**src/ccirq_defines.vh**
```
// Register offsets, field positions and fetch constants of the command and mask bank
`ifndef CCIRQ_DEFINES_VH
`define CCIRQ_DEFINES_VH
`define CCIRQ_OFF_CMD 8'h00
`define CCIRQ_OFF_PTRL 8'h04
`define CCIRQ_OFF_PTRH 8'h08
`define CCIRQ_OFF_MASK 8'h0C
`define CCIRQ_OFF_SHDL 8'h10
`define CCIRQ_OFF_SHDH 8'h14
`define CCIRQ_OFF_ISTAT 8'h18
`define CCIRQ_OFF_ICLR 8'h1C
`define CCIRQ_OFF_IEN 8'h20
`define CCIRQ_OFF_EVT 8'h24
// Command register fields
`define CCIRQ_B_SETUP 0
`define CCIRQ_B_RUN 1
`define CCIRQ_B_STOP 2
`define CCIRQ_B_GIE 6
`define CCIRQ_B_SUM 7
`define CCIRQ_B_SDONE 8
`define CCIRQ_B_TDONE 9
`define CCIRQ_B_RDONE 10
`define CCIRQ_B_MFLT 11
`define CCIRQ_B_DROP 12
`define CCIRQ_B_OVLG 14
// Event bits 14,12,11,10,9,8 as a mask of the 16-bit word
`define CCIRQ_EVT_BITS 16'h5F00
`define CCIRQ_MASK_BITS 16'h5F00
`define CCIRQ_PTRH_BITS 16'h00FF
`define CCIRQ_PTRL_BITS 16'hFFFE
// Sticky status bits: 0 setup done, 1 run started, 2 summary raised
`define CCIRQ_IS_SDONE 0
`define CCIRQ_IS_RUN 1
`define CCIRQ_IS_SUM 2
`define CCIRQ_IS_W 3
// Setup fetch length in words
`define CCIRQ_FETCH_WORDS 12
// Fetch address step per word, counter step and setup done flag value
`define CCIRQ_FETCH_STEP 24'h00_0002
`define CCIRQ_FETCH_INC 8'h01
`define CCIRQ_SDONE_SET 16'h0100
`define CCIRQ_HTRANS_NONSEQ 2'b10
`endif

```
**src/ccirq_regs.v**
```verilog
// Command, setup pointer and event mask register bank with AHB-Lite slave
`timescale 1ns/100ps
`default_nettype none
`include "ccirq_defines.vh"
// Operation
// - Stop halts all bus and network activity
// - Stop wins over run and setup together
// - Stop set by one or reset
// - Run enable permits frames, clears stop
// - Setup completes before frames with both
// - Run set by one; stop clears
// - Setup request starts block fetch, clears stop
// - Setup request stays set after completion
// - Setup set by one; stop clears
// - Low pointer holds bits 15-0, even
// - Low pointer write copies to shadow
// - High pointer bits 23-16, copies shadow
// - Pointers accessible only while stopped; reset-proof
// - Mask bits block flags from summary
// - Reset clears masks; stop keeps them
// - Mask reserved bits read zero
// - Unmasked flag with global enable raises line
// - Setup done set on fetch end
module ccirq_regs #(
  parameter FETCH_WORDS = `CCIRQ_FETCH_WORDS
) (
  // Clock and reset
  input wire CORE_CLK,
  input wire SYS_RST,
  // AHB-Lite slave
  input wire HSEL,
  input wire [31:0] HADDR,
  input wire [1:0] HTRANS,
  input wire HWRITE,
  input wire [2:0] HSIZE,
  input wire HREADY,
  input wire [31:0] HWDATA,
  output wire [31:0] HRDATA,
  output wire HREADYOUT,
  output wire HRESP,
  // Event sources from the controller
  input wire OVLG_EVT,
  input wire DROP_EVT,
  input wire MFLT_EVT,
  input wire RDONE_EVT,
  input wire TDONE_EVT,
  // Setup block memory fetch
  output reg FETCH_REQ,
  output reg [23:0] FETCH_ADDR,
  input wire FETCH_ACK,
  // Controller state
  output wire ACTIVE,
  output wire RUN,
  // Interrupt lines
  output wire IRQ,
  output wire INT_OUT
);
  // Controller states
  localparam ST_HALT = 2'd0;
  localparam ST_INIT = 2'd1;
  localparam ST_RUN = 2'd2;
  localparam ST_IDLE = 2'd3;
  // Last acknowledged word of a setup fetch, cut to the counter width
  localparam integer FETCH_LAST = FETCH_WORDS - 1;
  localparam [31:0] FETCH_LAST_W = FETCH_LAST;

  // Command bits and sequencer
  reg [1:0] state_q;
  reg stop_q;
  reg run_q;
  reg setup_q;
  reg gie_q;
  reg [7:0] fcnt_q;

  // Event flags, masks, pointers and shadows
  reg [15:0] flags_q;
  reg [15:0] mask_q;
  reg [15:0] ptrl_q;
  reg [15:0] ptrh_q;
  reg [15:0] shdl_q;
  reg [15:0] shdh_q;

  // Sticky interrupt status and enable
  reg [`CCIRQ_IS_W-1:0] istat_q;
  reg [`CCIRQ_IS_W-1:0] ien_q;
  reg sum_q;

  // Bus data phase state
  reg wr_q;
  reg [7:0] addr_q;
  reg [31:0] rdata_q;
  reg [31:0] rdata_d;

  // Bus decode
  wire take;
  wire wr;
  wire [15:0] wd;
  wire cmd_wr;
  wire ptrl_wr;
  wire ptrh_wr;
  wire mask_wr;
  wire iclr_wr;
  wire ien_wr;

  // Command decode; stop wins over run and setup
  wire stop_set;
  wire run_set;
  wire setup_set;

  // Fetch and event paths
  reg [15:0] evt_in;
  wire fetch_last;
  wire fetch_done;
  wire [15:0] flag_set;
  wire [15:0] flag_clr;
  wire [15:0] active_flags;
  wire sum_now;
  wire [`CCIRQ_IS_W-1:0] istat_set;
  wire [`CCIRQ_IS_W-1:0] istat_clr;

  // Write-one-to-clear update; a set in the same cycle wins
  function [15:0] w1c;
    input [15:0] cur;
    input [15:0] set;
    input [15:0] clr;
    begin
      w1c = (cur & ~clr) | set;
    end
  endfunction

  // Data-phase write to one register offset
  function wr_hit;
    input wr_en;
    input [7:0] addr;
    input [7:0] offset;
    begin
      wr_hit = wr_en && (addr == offset);
    end
  endfunction

  // Sticky status update, same precedence as the event flags
  function [`CCIRQ_IS_W-1:0] sticky;
    input [`CCIRQ_IS_W-1:0] cur;
    input [`CCIRQ_IS_W-1:0] set;
    input [`CCIRQ_IS_W-1:0] clr;
    begin
      sticky = (cur & ~clr) | set;
    end
  endfunction

  // Register write strobes
  assign take = HSEL && HREADY && HTRANS[1];
  assign wr = wr_q;
  assign wd = HWDATA[15:0];
  assign cmd_wr = wr_hit(wr, addr_q, `CCIRQ_OFF_CMD);
  assign ptrl_wr = wr_hit(wr && stop_q, addr_q, `CCIRQ_OFF_PTRL);
  assign ptrh_wr = wr_hit(wr && stop_q, addr_q, `CCIRQ_OFF_PTRH);
  assign mask_wr = wr_hit(wr, addr_q, `CCIRQ_OFF_MASK);
  assign iclr_wr = wr_hit(wr, addr_q, `CCIRQ_OFF_ICLR);
  assign ien_wr = wr_hit(wr, addr_q, `CCIRQ_OFF_IEN);

  // Command decode
  assign stop_set = cmd_wr && wd[`CCIRQ_B_STOP];
  assign run_set = cmd_wr && wd[`CCIRQ_B_RUN] && !stop_set;
  assign setup_set = cmd_wr && wd[`CCIRQ_B_SETUP] && !stop_set;

  // Fetch completion and interrupt summary
  assign fetch_last = (fcnt_q == FETCH_LAST_W[7:0]);
  assign fetch_done = (state_q == ST_INIT) && FETCH_ACK && fetch_last;
  assign flag_set = (run_q ? evt_in : 16'h0000)
    | (fetch_done ? `CCIRQ_SDONE_SET : 16'h0000);
  assign flag_clr = cmd_wr ? (wd & `CCIRQ_EVT_BITS) : 16'h0000;
  assign active_flags = flags_q & ~mask_q & `CCIRQ_EVT_BITS;
  assign sum_now = |active_flags;
  assign istat_set = {sum_now && !sum_q, run_set, fetch_done};
  assign istat_clr = iclr_wr ? HWDATA[`CCIRQ_IS_W-1:0] : {`CCIRQ_IS_W{1'b0}};

  // Fixed bus response and controller outputs
  assign HREADYOUT = 1'b1;
  assign HRESP = 1'b0;
  assign HRDATA = rdata_q;
  assign ACTIVE = !stop_q;
  assign RUN = (state_q == ST_RUN);
  assign INT_OUT = sum_now && gie_q;
  assign IRQ = |(istat_q & ien_q);

  // Controller events placed at their flag positions
  always @* begin
    evt_in = 16'h0000;
    evt_in[`CCIRQ_B_TDONE] = TDONE_EVT;
    evt_in[`CCIRQ_B_RDONE] = RDONE_EVT;
    evt_in[`CCIRQ_B_MFLT] = MFLT_EVT;
    evt_in[`CCIRQ_B_DROP] = DROP_EVT;
    evt_in[`CCIRQ_B_OVLG] = OVLG_EVT;
  end

  // Address phase capture for the following data phase
  always @(posedge CORE_CLK) begin
    if (SYS_RST) begin
      wr_q <= 1'b0;
      addr_q <= 8'h00;
    end else begin
      wr_q <= take && HWRITE;
      if (take) begin
        addr_q <= HADDR[7:0];
      end
    end
  end

  // Read word for the offset on the address bus
  always @* begin
    rdata_d = 32'h0000_0000;
    case (HADDR[7:0])
      `CCIRQ_OFF_CMD: rdata_d = {16'h0000, flags_q[15:8], sum_now, gie_q, 3'b000,
        stop_q, run_q, setup_q};
      `CCIRQ_OFF_PTRL: rdata_d = stop_q ? {16'h0000, ptrl_q} : 32'h0000_0000;
      `CCIRQ_OFF_PTRH: rdata_d = stop_q ? {16'h0000, ptrh_q} : 32'h0000_0000;
      `CCIRQ_OFF_MASK: rdata_d = {16'h0000, mask_q & `CCIRQ_MASK_BITS};
      `CCIRQ_OFF_SHDL: rdata_d = {16'h0000, shdl_q};
      `CCIRQ_OFF_SHDH: rdata_d = {16'h0000, shdh_q};
      `CCIRQ_OFF_ISTAT: rdata_d = {29'h0000_0000, istat_q};
      `CCIRQ_OFF_IEN: rdata_d = {29'h0000_0000, ien_q};
      default: rdata_d = 32'h0000_0000;
    endcase
  end

  // Registered read data; a read issued in a write's data phase sees the old value
  always @(posedge CORE_CLK) begin
    if (SYS_RST) begin
      rdata_q <= 32'h0000_0000;
    end else if (take && !HWRITE) begin
      rdata_q <= rdata_d;
    end
  end

  // Stop: set by one or reset, cleared by run or setup
  always @(posedge CORE_CLK) begin
    if (SYS_RST) begin
      stop_q <= 1'b1;
    end else if (stop_set) begin
      stop_q <= 1'b1;
    end else if (run_set || setup_set) begin
      stop_q <= 1'b0;
    end
  end

  // Run enable: set by one, cleared by stop
  always @(posedge CORE_CLK) begin
    if (SYS_RST || stop_set) begin
      run_q <= 1'b0;
    end else if (run_set) begin
      run_q <= 1'b1;
    end
  end

  // Setup request: stays set once the fetch is over
  always @(posedge CORE_CLK) begin
    if (SYS_RST || stop_set) begin
      setup_q <= 1'b0;
    end else if (setup_set) begin
      setup_q <= 1'b1;
    end
  end

  // Global enable follows every command write
  always @(posedge CORE_CLK) begin
    if (SYS_RST) begin
      gie_q <= 1'b0;
    end else if (cmd_wr) begin
      gie_q <= wd[`CCIRQ_B_GIE];
    end
  end

  // Sequencer; a stop write abandons a fetch in flight
  always @(posedge CORE_CLK) begin
    if (SYS_RST || stop_set) begin
      state_q <= ST_HALT;
    end else begin
      case (state_q)
        ST_HALT, ST_IDLE, ST_RUN: begin
          if (setup_set) begin
            state_q <= ST_INIT;
          end else if (run_set) begin
            state_q <= ST_RUN;
          end
        end
        ST_INIT: begin
          if (fetch_done) begin
            state_q <= (run_q || run_set) ? ST_RUN : ST_IDLE;
          end
        end
        default: state_q <= ST_HALT;
      endcase
    end
  end

  // Setup block fetch: request, address and word count
  always @(posedge CORE_CLK) begin
    if (SYS_RST) begin
      FETCH_REQ <= 1'b0;
      FETCH_ADDR <= 24'h00_0000;
      fcnt_q <= 8'h00;
    end else if (stop_set) begin
      FETCH_REQ <= 1'b0;
    end else if (setup_set && state_q != ST_INIT) begin
      FETCH_REQ <= 1'b1;
      FETCH_ADDR <= {ptrh_q[7:0], ptrl_q};
      fcnt_q <= 8'h00;
    end else if (state_q == ST_INIT && FETCH_ACK) begin
      fcnt_q <= fcnt_q + `CCIRQ_FETCH_INC;
      FETCH_ADDR <= FETCH_ADDR + `CCIRQ_FETCH_STEP;
      if (fetch_done) begin
        FETCH_REQ <= 1'b0;
      end
    end
  end

  // Pointers and shadows keep their contents through reset
  always @(posedge CORE_CLK) begin
    if (ptrl_wr) begin
      ptrl_q <= wd & `CCIRQ_PTRL_BITS;
      shdl_q <= wd & `CCIRQ_PTRL_BITS;
    end
  end

  always @(posedge CORE_CLK) begin
    if (ptrh_wr) begin
      ptrh_q <= wd & `CCIRQ_PTRH_BITS;
      shdh_q <= wd & `CCIRQ_PTRH_BITS;
    end
  end

  // Event flags: set wins over a write-one clear
  always @(posedge CORE_CLK) begin
    if (SYS_RST || stop_set) begin
      flags_q <= 16'h0000;
    end else begin
      flags_q <= w1c(flags_q, flag_set, flag_clr);
    end
  end

  // Mask register survives stop
  always @(posedge CORE_CLK) begin
    if (SYS_RST) begin
      mask_q <= 16'h0000;
    end else if (mask_wr) begin
      mask_q <= wd & `CCIRQ_MASK_BITS;
    end
  end

  // Summary edge detector for the sticky status
  always @(posedge CORE_CLK) begin
    if (SYS_RST) begin
      sum_q <= 1'b0;
    end else begin
      sum_q <= sum_now;
    end
  end

  // Interrupt enable register
  always @(posedge CORE_CLK) begin
    if (SYS_RST) begin
      ien_q <= {`CCIRQ_IS_W{1'b0}};
    end else if (ien_wr) begin
      ien_q <= HWDATA[`CCIRQ_IS_W-1:0];
    end
  end

  // Sticky status; a new event wins over a clear in the same cycle
  always @(posedge CORE_CLK) begin
    if (SYS_RST) begin
      istat_q <= {`CCIRQ_IS_W{1'b0}};
    end else begin
      istat_q <= sticky(istat_q, istat_set, istat_clr);
    end
  end
endmodule // ccirq_regs
`default_nettype wire

```
**config.mk**
```make
export PLATFORM = sky130hd
export DESIGN_NAME = ccirq_regs
export DESIGN_NICKNAME = d
export VERILOG_FILES = /design/src/ccirq_regs.v
export VERILOG_INCLUDE_DIRS = /design/src
export SDC_FILE = /design/constraint.sdc
export NUM_CORES = 1
export LEC_CHECK = 0
export BUFFER_PORTS_ARGS = -buffer_cell sky130_fd_sc_hd__buf_2
export CAP_MARGIN = 15
export CORE_AREA = 2 2 156 82
export CTS_BUF_LIST = sky130_fd_sc_hd__clkbuf_16
export DETAILED_ROUTE_END_ITERATION = 8
export DIE_AREA = 0 0 158 84
export PLACE_DENSITY_LB_ADDON = 0.2
export SLEW_MARGIN = 20
export SYNTH_ARGS = -nofsm -noshare
export SYNTH_HDL_FRONTEND = slang
export SYNTH_SLANG_ARGS = --single-unit
```
**constraint.sdc**
```tcl
create_clock -name CORE_CLK -period 3.8 [get_ports CORE_CLK]
set_input_delay 0.76 -clock CORE_CLK [delete_from_list [all_inputs] [get_ports CORE_CLK]]
set_output_delay 0.76 -clock CORE_CLK [all_outputs]
set_load 0.005 [all_outputs]
```
==> After elaboration in Yosys (flattened, before gate mapping) <==
Cells that the tools add are included.
W data, S select, Z words.
{ "word_totals": {"ff_bits": 132, "input_bits": 80, "out_inout_bits": 63, "word_cells": 109} }
{ "op_classes": {"n_addsub": 2, "eq_ne": 19, "mux": 19, "n_bitwise": 11, "reduce_logical": 40} }
{ "ops": {"columns": ["operator", "n"], "rows": [
  ["$pmux W16 S8", 1],
  ["$mux W24", 2],
  ["$eq A8 B4 Y1 const B", 5],
  ["$eq A8 B5 Y1 const B", 4],
  ["$mux W15", 2],
  ["$add A24 B2 Y24 const B", 1],
  ["$mux W8", 3],
  ["$logic_and A1 B1 Y1", 21],
  ["$and A16 B16 Y16", 1],
  ["$eq A8 B3 Y1 const B", 2],
  ["$eq A8 B6 Y1 const B", 2],
  ["$logic_not A8 Y1", 2],
  ["$mux W16", 1],
  ["$not A15 Y16", 1],
  ["$or A16 B15 Y16", 1],
  ["$and A15 B15 Y15", 1],
  ["$not A15 Y15", 1],
  ["$or A15 B9 Y15", 1],
  ["$mux W9", 1],
  ["$add A8 B1 Y8 const B", 1],
  ["$and A3 B3 Y3", 2],
  ["$mux W2", 3],
  ["$reduce_and A2 Y1", 3],
  ["$reduce_or A3 Y1", 2],
  ["other kinds (17)", 27]
]} }

==> Logic depth before layout (Yosys ltp) <==
{ "logic_depth": {"ltp_word": 9, "ltp_mapped": 7} }

==> Least setup slack after synthesis <==
OpenSTA, ideal clock, no wires.
{ "synth_timing": {"path_kind": "reg-to-reg", "from": "register addr_q[5]", "to": "register shdl_q[10] (enable)", "arrival_ns": 2.590, "required_time_ns": 3.391, "slack_ns": 0.800, "path_stages_with_launch": 6, "n_path_buf": 1, "cell_sequence": "dfxtp_1 or3b_1 nor2_1 clkbuf_1 nand3_1 nor3b_1"} }
{ "synth_via": {"elab_chain_cells": 2} }
{ "synth_lines": {"columns": ["item", "line", "text"], "rows": [
  ["from (decl)", "ccirq_regs.v:90", "reg [7:0] addr_q;"],
  ["from (signal assigned)", "ccirq_regs.v:205", "addr_q <= HADDR[7:0];"],
  ["$eq A8 B3 Y1", "ccirq_regs.v:137", "wr_hit = wr_en && (addr == offset);"],
  ["$logic_and A1 B1 Y1", "ccirq_regs.v:137", null],
  ["net ptrl_wr", "ccirq_regs.v:99", "wire ptrl_wr;"],
  ["to (signal assigned)", "ccirq_regs.v:322", "shdl_q <= wd & `CCIRQ_PTRL_BITS;"],
  ["to (decl)", "ccirq_regs.v:80", "reg [15:0] shdl_q;"]
]} }
The timed path passes the listed nets, and every way through them passes these cells.
A chain may end at the register's enable or synchronous reset.

==> Worst setup path in the final report <==
{ "layout_timing": {"from": "register addr_q[2]", "to": "register FETCH_ADDR[4]"} }
{ "layout_via": {"elab_chain_cells": 8} }
{ "layout_lines": {"columns": ["item", "line", "text"], "rows": [
  ["$logic_not A8 Y1 (*)", "ccirq_regs.v:137", null],
  ["$logic_and A1 B1 Y1 (*)", "ccirq_regs.v:137", null],
  ["$logic_and A1 B1 Y1", "ccirq_regs.v:163", "assign stop_set = cmd_wr && wd[`CCIRQ_B_STOP];"],
  ["$logic_not A1 Y1", "ccirq_regs.v:165", "assign setup_set = cmd_wr && wd[`CCIRQ_B_SETUP] && !stop_set;"],
  ["$logic_and A1 B1 Y1", "ccirq_regs.v:165", null],
  ["$logic_and A1 B1 Y1", "ccirq_regs.v:305", "end else if (setup_set && state_q != ST_INIT) begin"],
  ["$reduce_bool A2 Y1 (no line)", null, null],
  ["$reduce_and A2 Y1 (no line)", null, null],
  ["to (signal assigned)", "ccirq_regs.v:307", "FETCH_ADDR <= {ptrh_q[7:0], ptrl_q};"],
  ["to (signal assigned)", "ccirq_regs.v:311", "FETCH_ADDR <= FETCH_ADDR + `CCIRQ_FETCH_STEP;"],
  ["to (decl)", "ccirq_regs.v:49", "output reg [23:0] FETCH_ADDR,"]
]} }
Mark *: on every way between the ends. The rest lies on a longest branch, timed or not.

==> metrics.md <==
| Metric | Value |
|---|---|
| Status | completed |
| Hold path depth | 2 |
| Sequential share of the synthesized area | 0.448 |
| Hold path start | HRDATA[10]$_SDFFE_PP0P_ |
| Ant diodes | 0 |
| Hpwl dp | 12600 um |
| Final Slew Violations | 0 |
| Ys Warns | 0 |
| Clock tree buffer depth | 2 |
| Via count | 5163 |
| Gpl congestion | 0.914 |
| Met3 layer usage reported by global route | 0.0815 |
| # setup viols final | 0 |
| Leak | 0.00210 uW |
| Crit-path max FO | 16 |
| Worst r2r path cells | 6 |
| CTS Sinks | 105 |
| Power per cell area | 370 nW/um^2 |
| Fmax | 0.378 GHz |
| DRT Pass-1 Iters | 5 |
| Busiest grt layer | met1 |
| Peak VDD IR | 0.000239 V |
| Slew margin rel. | 0.412 |
| Register-to-register setup slack | 1160 ps |
| Skew final | 10.5 ps |
| WHS Endpoint | HRDATA[10]$_SDFFE_PP0P_ |
| Crit share post-route | 0.695 |
| Cell Area, Synth | 5200 um^2 |
| CTS tree | done |
| Ports | 143 |
| # hold bufs at CTS | 0 |
| Worst skew pair latency | 360 ps |
| Synth Register Bits | 105 |
| Vias in the first global route | 4453 |
| Arrival @ worst endpoint | 2840 ps |
| Port bufs | 79 |
| Worst-Margin Slew | 873 ps |
| Dominant synthesized flop cell | dfxtp_1 |
| Total GRT Usage | 0.253 |
| Cell Rows | 29 |
| Area growth from synthesis to layout | 15.1% |
| Worst EP required | 4000 ps |
| GR Overflow Total | 0 |
| Clk root buf | clkbuf_16 |
| Final Util | 0.494 |
| Worst r2r dst | FETCH_ADDR[4]$_SDFFE_PP0P_ |
| Largest net degree at the start of global routing | 30 |
| RSZ-0062 raised after global routing | no |
| Post-synth EDFFs | 23 |
| Post-synth top area share | 0.316 |
| Share of layout cells above drive strength 1 | 0.178 |
| Reg clk slew, reported paths | 80 ps |
| Met2 Use GR | 0.323 |
| Initial antenna violation count | 0 |
| Initial core utilization | 0.429 |
| Min Tclk post-route | 2640 ps |
| Residual DRC count | 0 |
| Grt met1 use | 0.398 |
| Core box area | 12100 um^2 |
| Setup TNS | 0 ps |
| Synth Area per Inst | 8.63 um^2 |
| Maxcap violations | 0 |
| Average wire per standard cell | 19.9 um |
| First-pass GRT wire length | 25300 um |
| Post-route ant nets | 0 |
| CTS resizes | 0 |
| Vias per cell | 6.10 |
| Hold/Removal Path Class | reg -> reg |
| Endpoints failing hold | 0 |
| Count of cell types in the netlist | 65 |
| Critical Path End Type | register |
| WL final | 16800 um |
| Die area | 13300 um^2 |
| Crit path kind | reg -> reg |
| Die H | 84 um |
| Setup crit start kind | register |
| Setup Fix Bufs, Post-CTS | 0 |
| Largest cells by area after synthesis | dfxtp_1 (32%), edfxtp_1 (13%), a21oi_1 (6.6%) |
| # fillers | 1207 |
| Reg2Reg Launch Point | addr_q[2]$_SDFFE_PP0P_ |
| Drt initial violations | 554 |
| Final net count | 753 |
| H-Tree Depth | 3 |
| Yosys top cell by area | dfxtp_1 |
| Number of CTS-inserted buffers | 9 |
| Die Width | 158 um |
| Synth Instances | 603 |
| Asr flop ratio synth | 0 |
## flip-flops by register name (all words and copies together) (netlist names)
signal and flops:
FETCH_ADDR 23, FETCH_REQ 1, HRDATA 16, addr_q 8
fcnt_q 8, flags_q 6, gie_q 1, ien_q 3
istat_q 3, mask_q 6, run_q 1, setup_q 1
shdh_q 8, shdl_q 15, state_q 2, stop_q 1
sum_q 1, wr 1
## logic make-up after synthesis
group,Yosys count,share of synthesized area
AOI/OAI and AO/OA,191,0.244
other,2,0.00144
muxes,4,0.00818
buffers and inverters,70,0.0664
DFF,105,0.448
and+or+nand+nor,229,0.227
adders and majority gates,2,0.00481
## worst max path at each step
stage                                 from                         end  slack (ps)  cells past startpoint
global route        addr_q[2]$_SDFFE_PP0P_  FETCH_ADDR[4]$_SDFFE_PP0P_        1050                      6
global placement                  HADDR[5]      HRDATA[1]$_SDFFE_PP0P_        1150                      6
CTS                 addr_q[2]$_SDFFE_PP0P_  FETCH_ADDR[4]$_SDFFE_PP0P_        1210                      6
floorplan           addr_q[5]$_SDFFE_PP0P_        shdl_q[10]$_DFFE_PP_         800                      5
detailed placement                HADDR[5]      HRDATA[7]$_SDFFE_PP0P_        1140                      6
finish              addr_q[2]$_SDFFE_PP0P_  FETCH_ADDR[4]$_SDFFE_PP0P_        1160                      6
## placed cells by master (no fill, tap or decap), types with 11 or more instances in the layout
cell,count
a21oi_1,69
nor2b_1,12
buf_4,11
nand2b_1,15
nand3_1,28
nor2_1,36
conb_1,19
nand2_1,68
o21ai_0,12
dfxtp_1,82
inv_1,20
a22oi_1,22
buf_2,79
edfxtp_1,23
o21ai_1,22
## layer usage
metal  routed length (um)  share of wire
met5                    0              0
met4                  294          0.017
met3                 1920           0.11
met2                 6480           0.39
met1                 8130           0.48
## worst max-delay path, stage by stage (launching register included)
cell and delay [ps]:
dfxtp_1 380, or4_4 600, nor3_2 350, buf_4 290, nand2_1 420, nor2_1 360, a2111oi_2 90
## where the power goes
group	leakage, uW	switching (uW)	internal [uW]
combinational	0.00109	90.9	38.5
clock	0.000149	470	467
sequential	0.000868	7.63	1140
## cell type report
type | count | area, um^2 | area share
inverter | 20 | 75.1 | 0.0125
sequential | 105 | 2330 | 0.389
clock buffer | 9 | 225 | 0.0376
timing repair buffer | 90 | 478 | 0.0798
clock inverter | 7 | 72.6 | 0.0121
tap | 170 | 213 | 0.0355
multi-input combinational | 445 | 2590 | 0.433
## stage by stage
stage          total power (uW)  std cells  setup slack, ps  instance area [um^2]  hold slack [ps]
2_1_floorplan              1260        620              800                  5270              433
3_3_place_gp               1300        830             1150                  5690              439
3_5_place_dp               1300        830             1140                  5690              444
4_1_cts                    2230        846             1210                  5990              456
5_1_grt                    2290        846             1050                  5990              472
6_report                   2220        846             1160                  5990              455
## synthesized netlist by cell type, drive strengths merged (2+ instances only)
library cell and n:
o2bb2ai 4, nor3b 4, mux2 2, o21bai 4, nand2b 15, a22o 8
dfxtp 82, nand3b 8, nor2b 12, and3 8, o32ai 10, nand4 10
a2111oi 6, conb 2, edfxtp 23, ha 2, nor2 37, a222oi 2
and4 2, or3 3, a22oi 22, o22ai 5, a32oi 6, or2 3
a211o 3, o21ai 34, inv 20, a21oi 69, nor4 9, nand2 68
nand3 29, or4 5, buf 29, nor3 10, o31ai 2, clkbuf 21
a211oi 6, and2 2, mux2i 2
(Power assumes the default switching activity.)
